==> src/verilog/bslfg_pkg.sv <==
// package: function classes, register groups, widths, reset values
// assumes: shared by the logic group top and its register file
package bslfg_pkg;
   localparam int BSLFG_W = 2;
   localparam int BSLFG_NREG = 11;
   localparam int BSLFG_AW = 4;
   // register numbers: entries 0..8 general, 9 is aux, 10 is primary
   localparam logic [3:0] BSLFG_AUX_IDX = 4'h9;
   localparam logic [3:0] BSLFG_ACC_IDX = 4'ha;
   localparam logic [1:0] BSLFG_RST_VAL = 2'h0;
   localparam logic [1:0] BSLFG_MASK_ZERO = 2'h0;
   localparam logic [1:0] BSLFG_MASK_ONES = 2'h3;
   typedef enum logic [2:0] {
      BSLFG_F_OTHER = 3'h0,
      BSLFG_F_AND_MASK = 3'h5,
      BSLFG_F_OR_MASK = 3'h6,
      BSLFG_F_XNOR_MASK = 3'h7
   } bslfg_fclass_e;
   typedef enum logic [1:0] {
      BSLFG_G_NONE = 2'h0,
      BSLFG_G_FILE = 2'h1,
      BSLFG_G_LOAD = 2'h2,
      BSLFG_G_EXT = 2'h3
   } bslfg_rgroup_e;
endpackage

==> src/verilog/bslfg_regfile.sv <==
// register file of the slice: two-bit entries, one write port
// assumes: write port is driven by the logic group top on sys_clk_i
`timescale 1ns/100ps
module bslfg_regfile
   import bslfg_pkg::*;
(
   // clock and reset
   input wire logic sys_clk_i,
   input wire logic rst_i,
   // write port
   input wire logic wr_en_i,
   input wire logic [BSLFG_AW-1:0] wr_idx_i,
   input wire logic [BSLFG_W-1:0] wr_data_i,
   // read port
   input wire logic [BSLFG_AW-1:0] rd_idx_i,
   output logic [BSLFG_W-1:0] rd_data_o,
   output logic [BSLFG_W-1:0] acc_o,
   output logic [BSLFG_W-1:0] aux_o
);
   typedef struct packed {
      logic [BSLFG_NREG-1:0][BSLFG_W-1:0] mem;
   } bslfg_rf_s;
   bslfg_rf_s st_r;
   bslfg_rf_s st_nxt;

   always_comb
   begin
      st_nxt = st_r;
      if (wr_en_i && (wr_idx_i < BSLFG_AW'(BSLFG_NREG)))
      begin
         st_nxt.mem[wr_idx_i] = wr_data_i;
      end
   end

   always_ff @(posedge sys_clk_i or posedge rst_i)
   begin
      if (rst_i)
      begin
         st_r <= '0;
      end
      else
      begin
         st_r <= st_nxt;
      end
   end

   // out-of-range index reads zero
   assign rd_data_o = (rd_idx_i < BSLFG_AW'(BSLFG_NREG)) ?
                      st_r.mem[rd_idx_i] : BSLFG_RST_VAL;
   assign acc_o = st_r.mem[BSLFG_ACC_IDX];
   assign aux_o = st_r.mem[BSLFG_AUX_IDX];
endmodule // bslfg_regfile

==> src/verilog/bslfg_top.sv <==
// logic function group of a two-bit slice: classes 5, 6 and 7
// assumes: function, buses and carry in are set up before the clock edge
//
// What this block does
// - class 5 group III: dst gets mask AND dst; carry ORs result
// - class 5 group III, zero mask: clear dst, carry out = carry in
// - class 5 group III, ones mask: dst kept, carry if dst nonzero
// - class 6 group I: entry ORs in acc AND mask; carry ORs that term
// - class 6 group I or III, zero mask: no change, carry passes
// - class 6 group I, ones mask: entry ORs acc; carry if acc nonzero
// - class 6 group II: dst gets load bus OR acc AND mask
// - class 6 group II, zero mask: dst loads load bus, carry passes
// - class 6 group II, ones mask: dst gets load OR acc
// - class 6 group III: dst ORs in ext AND mask; carry ORs that term
// - class 6 group III, ones mask: dst ORs ext; carry if ext nonzero
// - class 7 group I: entry XNOR acc AND mask; carry on entry AND term
// - class 7 group I, zero mask: complement entry, carry passes
// - class 7 group I, ones mask: entry XNOR acc; carry on acc AND entry
// - group I names any file entry; II and III hit acc or aux
`timescale 1ns/100ps
module bslfg_top
   import bslfg_pkg::*;
(
   // clock and reset
   input wire logic sys_clk_i,
   input wire logic rst_i,
   // function code
   input wire bslfg_pkg::bslfg_fclass_e fclass_i,
   input wire bslfg_pkg::bslfg_rgroup_e rgroup_i,
   input wire logic [bslfg_pkg::BSLFG_AW-1:0] reg_idx_i,
   input wire logic dst_aux_i,
   // data buses
   input wire logic [bslfg_pkg::BSLFG_W-1:0] mask_bus_i,
   input wire logic [bslfg_pkg::BSLFG_W-1:0] load_bus_i,
   input wire logic [bslfg_pkg::BSLFG_W-1:0] ext_bus_i,
   input wire logic carry_in_i,
   // results
   output logic carry_out_o,
   output logic [bslfg_pkg::BSLFG_W-1:0] primary_work_reg_o,
   output logic [bslfg_pkg::BSLFG_W-1:0] aux_reg_o
);
   import bslfg_pkg::*;

   typedef struct packed {
      logic wr_en;
      logic [BSLFG_AW-1:0] wr_idx;
      logic [BSLFG_W-1:0] wr_data;
      logic carry;
   } bslfg_dp_s;

   bslfg_dp_s dp_nxt;
   logic [BSLFG_W-1:0] acc;
   logic [BSLFG_W-1:0] aux;
   logic [BSLFG_W-1:0] entry;
   logic [BSLFG_W-1:0] sel_dst;
   logic [BSLFG_AW-1:0] dst_idx;

   // group I reads the addressed entry; II and III use acc or aux
   assign dst_idx = dst_aux_i ? BSLFG_AUX_IDX : BSLFG_ACC_IDX;
   assign sel_dst = dst_aux_i ? aux : acc;

   bslfg_regfile u_regfile (
      .sys_clk_i(sys_clk_i),
      .rst_i(rst_i),
      .wr_en_i(dp_nxt.wr_en),
      .wr_idx_i(dp_nxt.wr_idx),
      .wr_data_i(dp_nxt.wr_data),
      .rd_idx_i(reg_idx_i),
      .rd_data_o(entry),
      .acc_o(acc),
      .aux_o(aux)
   );

   // the general masked equations cover the 00 and 11 masks too
   always_comb
   begin
      dp_nxt = '0;
      dp_nxt.carry = carry_in_i;
      unique case (fclass_i)
         BSLFG_F_AND_MASK:
         begin
            if (rgroup_i == BSLFG_G_EXT)
            begin
               dp_nxt.wr_en = 1'b1;
               dp_nxt.wr_idx = dst_idx;
               dp_nxt.wr_data = mask_bus_i & sel_dst;
               dp_nxt.carry = carry_in_i | (|(mask_bus_i & sel_dst));
            end
         end
         BSLFG_F_OR_MASK:
         begin
            unique case (rgroup_i)
               BSLFG_G_FILE:
               begin
                  dp_nxt.wr_en = 1'b1;
                  dp_nxt.wr_idx = reg_idx_i;
                  dp_nxt.wr_data = entry | (acc & mask_bus_i);
                  dp_nxt.carry = carry_in_i | (|(acc & mask_bus_i));
               end
               BSLFG_G_LOAD:
               begin
                  dp_nxt.wr_en = 1'b1;
                  dp_nxt.wr_idx = dst_idx;
                  dp_nxt.wr_data = load_bus_i | (acc & mask_bus_i);
                  dp_nxt.carry = carry_in_i | (|(acc & mask_bus_i));
               end
               BSLFG_G_EXT:
               begin
                  dp_nxt.wr_en = 1'b1;
                  dp_nxt.wr_idx = dst_idx;
                  dp_nxt.wr_data = sel_dst | (ext_bus_i & mask_bus_i);
                  dp_nxt.carry = carry_in_i | (|(ext_bus_i & mask_bus_i));
               end
               BSLFG_G_NONE:
               begin
                  dp_nxt.wr_en = 1'b0;
               end
            endcase
         end
         BSLFG_F_XNOR_MASK:
         begin
            if (rgroup_i == BSLFG_G_FILE)
            begin
               dp_nxt.wr_en = 1'b1;
               dp_nxt.wr_idx = reg_idx_i;
               dp_nxt.wr_data = ~(entry ^ (acc & mask_bus_i));
               dp_nxt.carry = carry_in_i | (|(entry & acc & mask_bus_i));
            end
         end
         default:
         begin
            dp_nxt.wr_en = 1'b0;
         end
      endcase
   end

   // carry follows inputs combinationally; registers change at the edge
   assign carry_out_o = dp_nxt.carry;
   assign primary_work_reg_o = acc;
   assign aux_reg_o = aux;

   property p_cls5_and;
      @(posedge sys_clk_i) disable iff (rst_i)
      (fclass_i == BSLFG_F_AND_MASK && rgroup_i == BSLFG_G_EXT && !dst_aux_i)
      |=> (acc == ($past(mask_bus_i) & $past(acc)));
   endproperty
   a_cls5_and: assert property (p_cls5_and)
      else $error("class 5 masked and result wrong");

   property p_cls5_clr;
      @(posedge sys_clk_i) disable iff (rst_i)
      (fclass_i == BSLFG_F_AND_MASK && rgroup_i == BSLFG_G_EXT &&
       mask_bus_i == BSLFG_MASK_ZERO)
      |-> (carry_out_o == carry_in_i) ##1
          (($past(dst_aux_i) ? aux : acc) == BSLFG_RST_VAL);
   endproperty
   a_cls5_clr: assert property (p_cls5_clr)
      else $error("class 5 clear failed");

   property p_cls5_tz;
      @(posedge sys_clk_i) disable iff (rst_i)
      (fclass_i == BSLFG_F_AND_MASK && rgroup_i == BSLFG_G_EXT &&
       mask_bus_i == BSLFG_MASK_ONES)
      |-> (carry_out_o == (carry_in_i | (|sel_dst)));
   endproperty
   a_cls5_tz: assert property (p_cls5_tz)
      else $error("class 5 zero test carry wrong");

   property p_cls6_nop;
      @(posedge sys_clk_i) disable iff (rst_i)
      (fclass_i == BSLFG_F_OR_MASK && rgroup_i == BSLFG_G_EXT &&
       mask_bus_i == BSLFG_MASK_ZERO)
      |-> (carry_out_o == carry_in_i) ##1 $stable(acc) && $stable(aux);
   endproperty
   a_cls6_nop: assert property (p_cls6_nop)
      else $error("class 6 null operation changed state");

   property p_cls6_ld;
      @(posedge sys_clk_i) disable iff (rst_i)
      (fclass_i == BSLFG_F_OR_MASK && rgroup_i == BSLFG_G_LOAD && dst_aux_i)
      |=> (aux == ($past(load_bus_i) | ($past(acc) & $past(mask_bus_i))));
   endproperty
   a_cls6_ld: assert property (p_cls6_ld)
      else $error("class 6 load bus result wrong");

   property p_cls6_ext;
      @(posedge sys_clk_i) disable iff (rst_i)
      (fclass_i == BSLFG_F_OR_MASK && rgroup_i == BSLFG_G_EXT)
      |-> (carry_out_o == (carry_in_i | (|(ext_bus_i & mask_bus_i))));
   endproperty
   a_cls6_ext: assert property (p_cls6_ext)
      else $error("class 6 ext bus carry wrong");

   property p_cls6_file;
      @(posedge sys_clk_i) disable iff (rst_i)
      (fclass_i == BSLFG_F_OR_MASK && rgroup_i == BSLFG_G_FILE &&
       reg_idx_i == BSLFG_AUX_IDX)
      |=> (aux == ($past(aux) | ($past(acc) & $past(mask_bus_i))));
   endproperty
   a_cls6_file: assert property (p_cls6_file)
      else $error("class 6 file or result wrong");

   property p_cls7_cmp;
      @(posedge sys_clk_i) disable iff (rst_i)
      (fclass_i == BSLFG_F_XNOR_MASK && rgroup_i == BSLFG_G_FILE &&
       reg_idx_i == BSLFG_AUX_IDX && mask_bus_i == BSLFG_MASK_ZERO)
      |=> (aux == ~$past(aux));
   endproperty
   a_cls7_cmp: assert property (p_cls7_cmp)
      else $error("class 7 complement failed");

   property p_cls7_co;
      @(posedge sys_clk_i) disable iff (rst_i)
      (fclass_i == BSLFG_F_XNOR_MASK && rgroup_i == BSLFG_G_FILE)
      |-> (carry_out_o == (carry_in_i | (|(entry & acc & mask_bus_i))));
   endproperty
   a_cls7_co: assert property (p_cls7_co)
      else $error("class 7 carry wrong");

   c_cls5: cover property (@(posedge sys_clk_i) disable iff (rst_i)
      fclass_i == BSLFG_F_AND_MASK && rgroup_i == BSLFG_G_EXT && carry_out_o);
   c_cls6: cover property (@(posedge sys_clk_i) disable iff (rst_i)
      fclass_i == BSLFG_F_OR_MASK && rgroup_i == BSLFG_G_LOAD);
   c_cls7: cover property (@(posedge sys_clk_i) disable iff (rst_i)
      fclass_i == BSLFG_F_XNOR_MASK && rgroup_i == BSLFG_G_FILE);
endmodule // bslfg_top

==> config.mk <==
export PLATFORM = sky130hd
export DESIGN_NAME = bslfg_top
export DESIGN_NICKNAME = d
export VERILOG_FILES = /design/src/verilog/bslfg_pkg.sv /design/src/verilog/bslfg_regfile.sv /design/src/verilog/bslfg_top.sv
export SDC_FILE = /design/constraint.sdc
export NUM_CORES = 1
export LEC_CHECK = 0
export ABC_AREA = 0
export BUFFER_PORTS_ARGS = -buffer_cell sky130_fd_sc_hd__clkbuf_2
export CORE_UTILIZATION = 50
export CTS_BUF_LIST = sky130_fd_sc_hd__clkbuf_8
export DETAILED_ROUTE_END_ITERATION = 10
export PLACE_DENSITY = 0.74
export SLEW_MARGIN = 20
export SYNTH_ARGS = -nofsm -noshare
export SYNTH_HDL_FRONTEND = slang
export SYNTH_SLANG_ARGS = --single-unit
==> constraint.sdc <==
create_clock -name sys_clk_i -period 1.9 [get_ports sys_clk_i]
set_clock_uncertainty 0.1 [all_clocks]
set_input_delay 0.38 -clock sys_clk_i [delete_from_list [all_inputs] [get_ports sys_clk_i]]
set_output_delay 0.38 -clock sys_clk_i [all_outputs]
set_load 0.1 [all_outputs]
==> out/qor.csv, run 1 <==
stage,metric,value,unit
outcome,outcome,"complete, but fails checks",
outcome,failing checks,negative setup slack,
global_route,met3 usage,3.68,%
timing,RSZ-0062 raised after global routing,true,
floorplan,die area,3610,um2
routing,Via density,6.11,
floorplan,# IOs,24,
timing,final setup violation count,13,
placement,Port Buffers,23,
timing,Setup WS post-layout,-0.406,ns
routing,routed wire length,5220,um
synth,Unique masters post-synth,49,
synth,"Net Count, Synth",193,
timing,Fin. Hold Viols,0,
routing,Vias,1717,
pwr,Peak VDD IR,0.597,mV
synth,ys flop type,dfrtp_1,
clock_network,TritonCTS clock tree,built,
synth,Mapped Area,1690,um2
final_layout,Layout fillers,200,
routing,DRC,0,
global_route,initial antenna violation count,0,
timing,Relative slew margins,45.9,%
placement,Detailed Place HPWL,3580,um
critical_path,nature of the critical path endpoint,output port,
routing,Routed Antenna Nets,0,
clock_network,CTS Hold Bufs,0,
final_layout,area delta synth->final,43.3,%
routing,1st-pass router iterations,4,
timing,Post-Route Setup TNS,-3.08,ns
timing,final worst-path cycle share,121,%
final_layout,Final Instance Area,2410,um2
routing,DR WL/cell,18.6,um
placement,Post-Place Cell Area,2160,um2
critical_path,Worst EP arrival,1.83,ns
clock_network,clk sinks,22,
synth,Syn Inst Count,174,
clock_network,CTS HTree Levels,1,
global_route,vias in the first global route,1723,
clock_network,clock latency on the worst-skew pair,0.26,ns
critical_path,peak fanout along the critical path,2,
pwr,Total Power,1270,uW
synth,Mean Syn Cell Area,9.69,um2
final_layout,Sequential cell area,553,um2
routing,DRT iter0 DRCs,84,
flow_run,total of max-cap violations,0,
hold_path,Hold WC Path Type,in -> async,
global_route,largest net degree at the start of global routing,23,
floorplan,DIE HEIGHT,60.1,um
critical_path,largest stage delay on the critical path,0.40,ns
final_layout,antenna fix cells,0,
global_route,total grt overflow,0,
pwr,pwr dens,527,nW/um2
timing,Peak Freq,0.434,GHz
global_route,GRT Total Usage,31.1,%
timing,Slew @ Worst Pin,0.811,ns
global_route,first-pass GRT wire length,8000,um
global_route,GRT Max-Usage Layer,met2,
global_route,met2 global-route usage,51.3,%
final_layout,area taken by multi-input logic gates,1200,um2
clock_network,clock root cell,clkbuf_8,
timing,minimum clock period,2.31,ns
floorplan,core box area,3130,um2
clock_network,Num CTS Buffers,3,
synth,warnings from Yosys,0,
floorplan,# rows,20,
floorplan,die width,60.1,um
timing,Slew Limit Fails,0,
floorplan,starting density of the core,53.9,%
synth,post-synthesis register bit count,22,
global_route,met1 usage in global routing,36.8,%
placement,GP Congestion,1.01,
clock_network,clock tree buffer depth,2,
synth,Post-synth EDFFs,0,
final_layout,layout cells sized above 1,53.6,%
synth,register area share after synthesis,32.7,%
clock_network,Worst-path clk slew,0.08,ns
critical_path,CP startpoint kind,flop,
critical_path,critical path cell sequence,mux2_4 > o22a_1 > a21oi_2 > o32ai_2 > a21o_4 > buf_12,
critical_path,CP max stage cell,dfrtp_1,
synth,post-synthesis async set-or-reset flop share,100,%
final_layout,Final #Nets,258,
pwr,LEAKAGE,0.00112,uW
timing,WHS,0.143,ns
critical_path,Setup Crit Path Kind,reg -> out,
critical_path,Worst EP required,1.42,ns
==> layout make-up <==
type                    count  share of cell area (%)
clock buffers               3                    1.71
inverters                   6                   0.933
multi-input cells         132                    49.8
flip-flops and latches     22                    22.9
well taps                  44                    2.28
repair buffers             74                    22.4
==> placed cells by master (no fill, tap or decap), drive strengths merged, types with 3 or more instances in the layout <==
cell type / n
a211oi: 4
a21oi: 6
buf: 54
clkbuf: 23
dfrtp: 22
inv: 6
mux2: 22
mux2i: 10
nand2: 15
nand2b: 8
nand3: 3
nand3b: 4
nand4b: 4
nor3: 6
o21ai: 4
o221ai: 4
o32ai: 4
==> registers in the layout (all words and copies together), names as in the netlist <==
name and flops:
u_regfile.acc_o 2, u_regfile.aux_o 2, u_regfile.st_r 18
==> synthesized netlist by cell type, types with 2 or more instances <==
cell      number  area, um2
clkbuf_1       2       7.51
a21oi_1        6       30.0
o31a_1         2       17.5
nand2b_1       7       43.8
mux2_4         2       30.0
nor2_1         2       7.51
buf_4          4       30.0
nand4_1        2       12.5
a211oi_1       4       30.0
dfrtp_1       22        551
a311oi_1       2       17.5
o221ai_1       4       35.0
nor3b_1        2       15.0
inv_1          6       22.5
o22a_1         2       17.5
mux2i_1       10        100
nand3_1        3       15.0
and4b_1        2       20.0
nand2_1       15       56.3
o32ai_1        2       17.5
buf_2          7       35.0
mux2_2        19        214
a22oi_1        2       15.0
nand4b_1       4       35.0
nor3_1         6       30.0
o21ai_0        4       20.0
a31oi_1        2       12.5
nand3b_1       4       30.0
o211ai_1       2       15.0
a21o_1         2       15.0
buf_6          2       22.5
nor4b_1        2       17.5
==> cell families after synthesis <==
group	Yosys count	synth area share, %
flops	22	32.7
buf+inv	21	6.98
simple gates	57	20.1
compound gates	42	19.2
mux	32	21.1
==> repair_timing <==
item,in CTS,in global routing
resized for setup,14,19
pin swaps,5,4
endpoints found under the hold margin,0,0
setup buffers,4,1
cloned,1,0
setup endpoints to repair,15,23
==> final timing paths <==
check	startpoint	endpoint	slack (ns)	cells after the start
min in group sys_clk_i	u_regfile.st_r[14]	u_regfile.st_r[14]	0.41	1
setup / recovery	u_regfile.st_r[5]	carry_out_o	-0.41	6
max in group asynchronous	rst_i	u_regfile.acc_o[0]	0.99	2
hold / removal	rst_i	u_regfile.st_r[13]	0.14	2
setup reg to reg	u_regfile.st_r[5]	u_regfile.st_r[5]	-0.25	7
hold reg to reg	u_regfile.st_r[14]	u_regfile.st_r[14]	0.41	1
==> through the flow <==
step	utilization [%]	std cells	worst slack (ns)
global route	77.2	281	-0.442
finish	77.2	281	-0.406
floorplan	-	174	-0.275
detailed placement	69.1	272	-0.524
CTS	74.0	280	-0.408
global placement	69.1	272	-0.460
==> critical path: cells and delay by family, from the launching register on <==
kind / cells / cell delay, ns
buf+inv: 1 / 0.16
compound gates: 4 / 0.73
mux: 1 / 0.27
flops: 1 / 0.40
==> layer usage <==
metal  vias to the layer above  part of all wire [%]
met3                        30                   4.6
met1                       824                    42
li1                        788                     -
met5                         -                     0
met4                         0                   6.2
met2                        75                    47
==> report_power, final <==
part           switching, uW  internal [uW]  leakage (uW)
logic                    278            201      0.000800
clock network            142            141     0.0000216
registers               26.7            485      0.000300
total                    446            827       0.00112
No activity file was read; power rests on OpenSTA's default activity.
==> inputs of run 2 (changes only) <==
--- a/config.mk
+++ b/config.mk
@@ -9,2 +9,3 @@
 export BUFFER_PORTS_ARGS = -buffer_cell sky130_fd_sc_hd__clkbuf_2
+export CORE_MARGIN = 2
 export CORE_UTILIZATION = 50
==> constraint.sdc (replaced) <==
create_clock -name sys_clk_i -period 1.9 [get_ports sys_clk_i]
set_clock_uncertainty 0.1 [all_clocks]
set_input_delay 0.095 -clock sys_clk_i [delete_from_list [all_inputs] [get_ports sys_clk_i]]
set_output_delay 0.095 -clock sys_clk_i [all_outputs]
set_load 0.1 [all_outputs]
==> run 2 against run 1 <==
Worst setup slack better by 0.21 ns; highest routed layer unchanged; sequential cell count unchanged; worst hold slack better by 0.21 ns; sequential share of layout area up 2.8 points; utilization down 12 points; first-iteration DRC count up 26%; the flow still finishes with violations (negative setup slack); clock power up 17%; largest power group unchanged; register-to-register slack better by 0.07 ns; combinational power down 18%; critical endpoint unchanged; critical path depth up 1; via count down 8.8%; routed wire length down 14%.
==> out/qor.csv, run 2 (synthesized netlist as in run 1, its figures left out) <==
stage,metric,value,unit,change
critical_path,critical path cell sequence,mux2_4 > o22a_1 > buf_4 > a21oi_2 > o32ai_1 > a21o_2 > buf_12,,
floorplan,die area,3850,um2,+6.8%
routing,DR WL/cell,16.8,um,-9.5%
final_layout,final core utilization,65.1,%,-12 points
global_route,total grt overflow,0,,unchanged
floorplan,DIE HEIGHT,62.1,um,+3.3%
clock_network,CTS HTree Levels,1,,unchanged
critical_path,R2R depth,7,,unchanged
final_layout,most frequent cells in the layout,"buf_4, clkbuf_2, dfrtp_1",,
timing,final setup violation count,12,,-1
global_route,GRT Total Usage,25.1,%,-6.0 points
clock_network,clock root cell,clkbuf_8,,
critical_path,worst reg2reg startpoint,u_regfile.st_r[5],,
timing,Slew Limit Fails,0,,unchanged
final_layout,Layout fillers,269,,+35%
hold_path,Hold Path Origin,fclass_i[2],,
timing,Fin. Hold Viols,0,,unchanged
placement,Inst Count DP,258,,-5.1%
critical_path,Worst EP arrival,1.90,ns,+0.07 ns
global_route,vias in the first global route,1481,,-14%
clock_network,Worst-path clk slew,0.07,ns,about the same
global_route,first-pass GRT wire length,6980,um,-13%
outcome,failing checks,negative setup slack,,
floorplan,# rows,21,,+5.0%
critical_path,peak fanout along the critical path,3,,+1
hold_path,Hold Path Stages,4,,
timing,Relative slew margins,46.4,%,+0.55 points
critical_path,Worst EP required,1.70,ns,+0.28 ns
routing,routed wire length,4480,um,-14%
pwr,Peak VDD IR,0.564,mV,-5.5%
final_layout,layout cells sized above 1,41.8,%,-12 points
timing,Slew @ Worst Pin,0.803,ns,-0.00827 ns
timing,Peak Freq,0.477,GHz,+10%
pwr,LEAKAGE,0.00101,uW,-10%
clock_network,Num CTS Buffers,3,,unchanged
timing,final worst-path cycle share,110,%,-11 points
critical_path,largest stage delay on the critical path,0.38,ns,-0.02 ns
floorplan,core box area,3280,um2,+5.0%
pwr,pwr dens,570,nW/um2,+8.1%
routing,DRC,0,,unchanged
floorplan,die width,62.1,um,+3.3%
timing,minimum clock period,2.09,ns,-0.211 ns
final_layout,area delta synth->final,26.9,%,
critical_path,CP startpoint kind,flop,,
final_layout,Final #Nets,240,,-7.0%
clock_network,clock tree buffer depth,2,,unchanged
clock_network,TritonCTS clock tree,built,,
critical_path,Crit Reg-Reg Endpoint,u_regfile.st_r[15],,
floorplan,starting density of the core,51.3,%,-2.6 points
placement,Detailed Place HPWL,3450,um,-3.7%
routing,Via density,5.89,,-3.7%
flow_run,total of max-cap violations,0,,unchanged
routing,1st-pass router iterations,4,,unchanged
clock_network,clock latency on the worst-skew pair,0.27,ns,about the same
placement,GP Congestion,0.961,,-4.5%
critical_path,Setup Crit Path Kind,reg -> out,,
global_route,initial antenna violation count,0,,unchanged
clock_network,clk sinks,22,,unchanged
floorplan,# IOs,24,,unchanged
critical_path,CP max stage cell,dfrtp_1,,
final_layout,Finished Layout Cells,266,,-5.3%
final_layout,"commonest non-fill, non-tap cell in the layout",buf_4,,
outcome,outcome,"complete, but fails checks",,
final_layout,max FFs per register,18,,unchanged
final_layout,antenna fix cells,0,,unchanged
timing,Setup WS post-layout,-0.195,ns,+0.211 ns
placement,Port Buffers,23,,unchanged
critical_path,nature of the critical path endpoint,output port,,
routing,DRT iter0 DRCs,106,,+26%
hold_path,WHS Endpoint,u_regfile.st_r[1],,
hold_path,Hold WC Path Type,in -> reg,,
routing,Vias,1566,,-8.8%
timing,RSZ-0062 raised after global routing,true,,
critical_path,Worst R2R Setup Slack,-0.18,ns,+0.07 ns
routing,Routed Antenna Nets,0,,unchanged
global_route,largest net degree at the start of global routing,23,,unchanged
final_layout,"Most flops, register",u_regfile.st_r,,
## run 2: worst max-delay path: cells and delay by family (launching register included)
kind / cells / cell delay, ns
flip-flops: 1 / 0.38
multiplexers: 1 / 0.27
buffers and inverters: 2 / 0.32
AO/OA/AOI/OAI: 4 / 0.66
## run 2: final cells by class
type	count	area (um2)	area share, %
multi-input cells	131	1050	49.2
repair buffers	57	400	18.7
well taps	46	57.6	2.69
clock buffers	4	55.1	2.57
flip-flops and latches	22	551	25.7
inverters	6	22.5	1.05
## run 2: where the power goes
group	switching [uW]	internal [uW]
clock	145	185
combinational	249	142
sequential	13.9	484
total	408	811
## run 2: stage by stage
stage	hold WS [ns]	area, um2	total power [uW]	setup WS, ns	TNS, ns
3_3_place_gp	0.133	2020	865	-0.228	-2.40
4_1_cts	0.333	2120	1220	-0.190	-1.16
2_1_floorplan	-0.0158	1690	766	0.0716	0
3_5_place_dp	0.171	2020	875	-0.330	-3.33
6_report	0.352	2140	1220	-0.195	-1.95
5_1_grt	0.386	2140	1270	-0.260	-2.28
## run 2: how the worst max path moves through the flow
stage / start / cells after the start / end
after global placement: u_regfile.st_r[7] / 5 / u_regfile.st_r[11]
after CTS: u_regfile.st_r[5] / 7 / carry_out_o
after global routing: u_regfile.st_r[5] / 7 / carry_out_o
after floorplan: u_regfile.st_r[7] / 6 / u_regfile.st_r[3]
after detailed placement: reg_idx_i[0] / 7 / u_regfile.st_r[15]
final: u_regfile.st_r[5] / 7 / carry_out_o
## run 2: metal layers
| layer | wire length [um] | track usage, % | up-vias | share of wire, % |
|---|---|---|---|---|
| li1 | - | - | 756 | - |
| met1 | 1990 | 31.9 | 762 | 44 |
| met2 | 2240 | 44.5 | 39 | 50 |
| met3 | 139 | 1.86 | 9 | 3.1 |
| met4 | 106 | 9.42 | 0 | 2.4 |
| met5 | 0 | 0 | - | 0 |
## run 2: what timing repair did
item	CTS	global route
endpoints found under the setup margin	12	12
hold buffers	1	0
pin swaps	2	1
hold endpoints to repair	22	0
gates resized for setup	6	0
setup buffers	1	2
==> inputs of run 3 (changes only) <==
Settings changed: CORE_ASPECT_RATIO from default to 0.7, PLACE_DENSITY 0.74 to 0.73, SKIP_LAST_GASP from default to 1.
==> run 3 against run 2 <==
The flow still finishes with violations (negative setup slack); die area increased by 0.18%; critical path depth unchanged; routed wire length up 6.8%; sequential power increased by 2%; final area fell by 0.82%; worst hold slack lost 0.022 ns; sequential share of layout area rose by 0.33 points; clock power rose by 30%; total power up 9.3%; global-route usage up 1.9 points; worst setup slack improved by 0.025 ns; first-iteration DRC count increased by 64%; highest routed layer unchanged.
==> out/qor.csv, run 3 (synthesized netlist as in run 1, its figures left out) <==
stage,metric,value,unit,change
outcome,outcome,"complete, but fails checks",,
outcome,failing checks,negative setup slack,,
clock_network,Num CTS Buffers,3,,unchanged
pwr,Switching Share,31.9,%,-1.6 points
timing,Post-Route Setup TNS,-1.68,ns,+0.275 ns
floorplan,starting density of the core,52.8,%,+1.5 points
global_route,largest net degree at the start of global routing,23,,unchanged
timing,Slew @ Worst Pin,0.830,ns,+0.0273 ns
clock_network,clock latency on the worst-skew pair,0.26,ns,about the same
critical_path,critical path's top delay family,compound AO/OA/AOI/OAI gates,,
hold_path,Hold Path Stages,4,,unchanged
pwr,power share of the sequential group,38.1,%,-2.8 points
critical_path,Worst EP arrival,1.87,ns,-0.03 ns
clock_network,Worst-path clk slew,0.07,ns,about the same
critical_path,Worst R2R Setup Slack,-0.13,ns,+0.05 ns
final_layout,final core utilization,66.5,%,+1.4 points
routing,1st-pass router iterations,5,,+1
pwr,Pint,908,uW,+12%
final_layout,Final #Nets,233,,-2.9%
pwr,P_sw,425,uW,+4.1%
clock_network,clock root cell,clkbuf_8,,
hold_path,Hold Path Origin,reg_idx_i[2],,
global_route,first-pass GRT wire length,7730,um,+11%
placement,GP Congestion,0.938,,-2.4%
clock_network,CTS HTree Levels,1,,unchanged
timing,WHS,0.329,ns,-0.0222 ns
global_route,total grt overflow,0,,unchanged
clock_network,TritonCTS clock tree,built,,
hold_path,Hold WC Path Type,in -> reg,,
flow_run,total of max-cap violations,0,,unchanged
final_layout,antenna fix cells,0,,unchanged
global_route,GRT Total Usage,27.0,%,+1.9 points
critical_path,CP startpoint,u_regfile.st_r[7],,
routing,Via density,6.47,,+9.8%
floorplan,# rows,17,,-19%
floorplan,die width,73.4,um,+18%
critical_path,largest stage delay on the critical path,0.38,ns,about the same
critical_path,Crit Reg-Reg Endpoint,u_regfile.st_r[11],,
timing,final worst-path cycle share,109,%,-1.3 points
timing,final setup violation count,23,,+11
global_route,initial antenna violation count,0,,unchanged
final_layout,area delta synth->final,25.8,%,
timing,minimum clock period,2.07,ns,-0.0255 ns
routing,routed wire length,4780,um,+6.8%
critical_path,Worst EP required,1.70,ns,about the same
placement,Port Buffers,23,,unchanged
pwr,clock network power share,32.2,%,+5.1 points
pwr,Total Power,1330,uW,+9.3%
critical_path,Setup Crit Path Kind,reg -> out,,
clock_network,clk sinks,22,,unchanged
global_route,vias in the first global route,1526,,+3.0%
timing,Relative slew margins,44.6,%,-1.8 points
timing,Fin. Hold Viols,0,,unchanged
timing,RSZ-0062 raised after global routing,true,,
routing,Vias,1623,,+3.6%
critical_path,critical path cell sequence,mux2_1 > o22a_1 > buf_4 > a21oi_2 > o32ai_1 > a21o_2 > buf_12,,
final_layout,layout cells sized above 1,41.8,%,about the same
floorplan,core box area,3190,um2,-2.9%
final_layout,"Most flops, register",u_regfile.st_r,,
pwr,Peak VDD IR,0.380,mV,-33%
final_layout,most frequent cells in the layout,"buf_4, clkbuf_2, dfrtp_1",,
routing,DRT iter0 DRCs,174,,+64%
critical_path,nature of the critical path endpoint,output port,,
routing,DR WL/cell,19.0,um,+13%
floorplan,die area,3860,um2,+0.18%
final_layout,Final Instance Area,2120,um2,-0.82%
floorplan,# IOs,24,,unchanged
critical_path,R2R depth,7,,unchanged
hold_path,WHS Endpoint,u_regfile.st_r[7],,
pwr,combinational power share,29.7,%,-2.3 points
final_layout,Layout fillers,261,,-3.0%
timing,Slew Limit Fails,0,,unchanged
final_layout,"commonest non-fill, non-tap cell in the layout",buf_4,,
placement,Detailed Place HPWL,3640,um,+5.6%
timing,Peak Freq,0.483,GHz,+1.2%
timing,Setup WS post-layout,-0.169,ns,+0.0255 ns
critical_path,CP startpoint kind,flop,,
critical_path,peak fanout along the critical path,2,,-1
pwr,LEAKAGE,0.000976,uW,-2.9%
routing,DRC,0,,unchanged
critical_path,CP bufs+invs,2,,unchanged
clock_network,clock tree buffer depth,2,,unchanged
final_layout,max FFs per register,18,,unchanged
pwr,pwr dens,628,nW/um2,+10%
routing,Routed Antenna Nets,0,,unchanged
critical_path,worst reg2reg startpoint,u_regfile.st_r[7],,
placement,Post-Place Cell Area,1940,um2,-3.7%
critical_path,CP max stage cell,dfrtp_1,,
floorplan,DIE HEIGHT,52.6,um,-15%
-- run 3: through the flow --
step	setup slack (ns)	instances
2_1_floorplan	0.0716	174
3_3_place_gp	-0.171	243
3_5_place_dp	-0.281	243
4_1_cts	-0.175	251
5_1_grt	-0.233	251
6_report	-0.169	251
-- run 3: metal layers --
layer | vias to the layer above | track usage [%] | share of wire (%)
met3 | 2 | 8.85 | 8.5
met2 | 71 | 40.2 | 44
met4 | 0 | 3.64 | 0.21
li1 | 740 | - | -
met5 | - | 0 | 0
met1 | 810 | 39.1 | 47
-- run 3: worst max-delay path by stage --
stage / to / slack (ns) / depth (start not counted)
2_1_floorplan: u_regfile.st_r[3] / 0.07 / 6
3_3_place_gp: u_regfile.st_r[17] / -0.17 / 5
3_5_place_dp: u_regfile.st_r[3] / -0.28 / 6
4_1_cts: carry_out_o / -0.18 / 7
5_1_grt: carry_out_o / -0.23 / 7
6_report: carry_out_o / -0.17 / 7
-- run 3: worst min-delay path, cell delays in order --
cell and delay, ns:
clkbuf_2 0.17, nor3_1 0.11, nand2_1 0.12, mux2_2 0.16
-- run 3: power by group through the flow --
stage          sequential (uW)  clock, uW  combinational (uW)
2_1_floorplan              507          0                 259
3_3_place_gp               511          0                 351
3_5_place_dp               511          0                 360
4_1_cts                    503        437                 382
5_1_grt                    509        463                 421
6_report                   507        429                 396
-- run 3: cell type report --
cell class	instances	area [um2]	share of cell area (%)
Sequential cell	22	553	26.1
Tap cell	38	47.5	2.24
Inverter	6	22.5	1.06
Timing Repair Buffer	50	352	16.6
Clock buffer	3	41.3	1.95
Clock inverter	1	30.0	1.42
Multi-Input combinational cell	131	1070	50.7
-- run 3: what timing repair did --
action | in CTS | in global routing
endpoints found under the hold margin | 22 | 0
hold buffers | 1 | 0
setup buffers | 3 | 0
pin swaps | 5 | 3
gates resized for setup | 8 | 4
endpoints found under the setup margin | 12 | 23
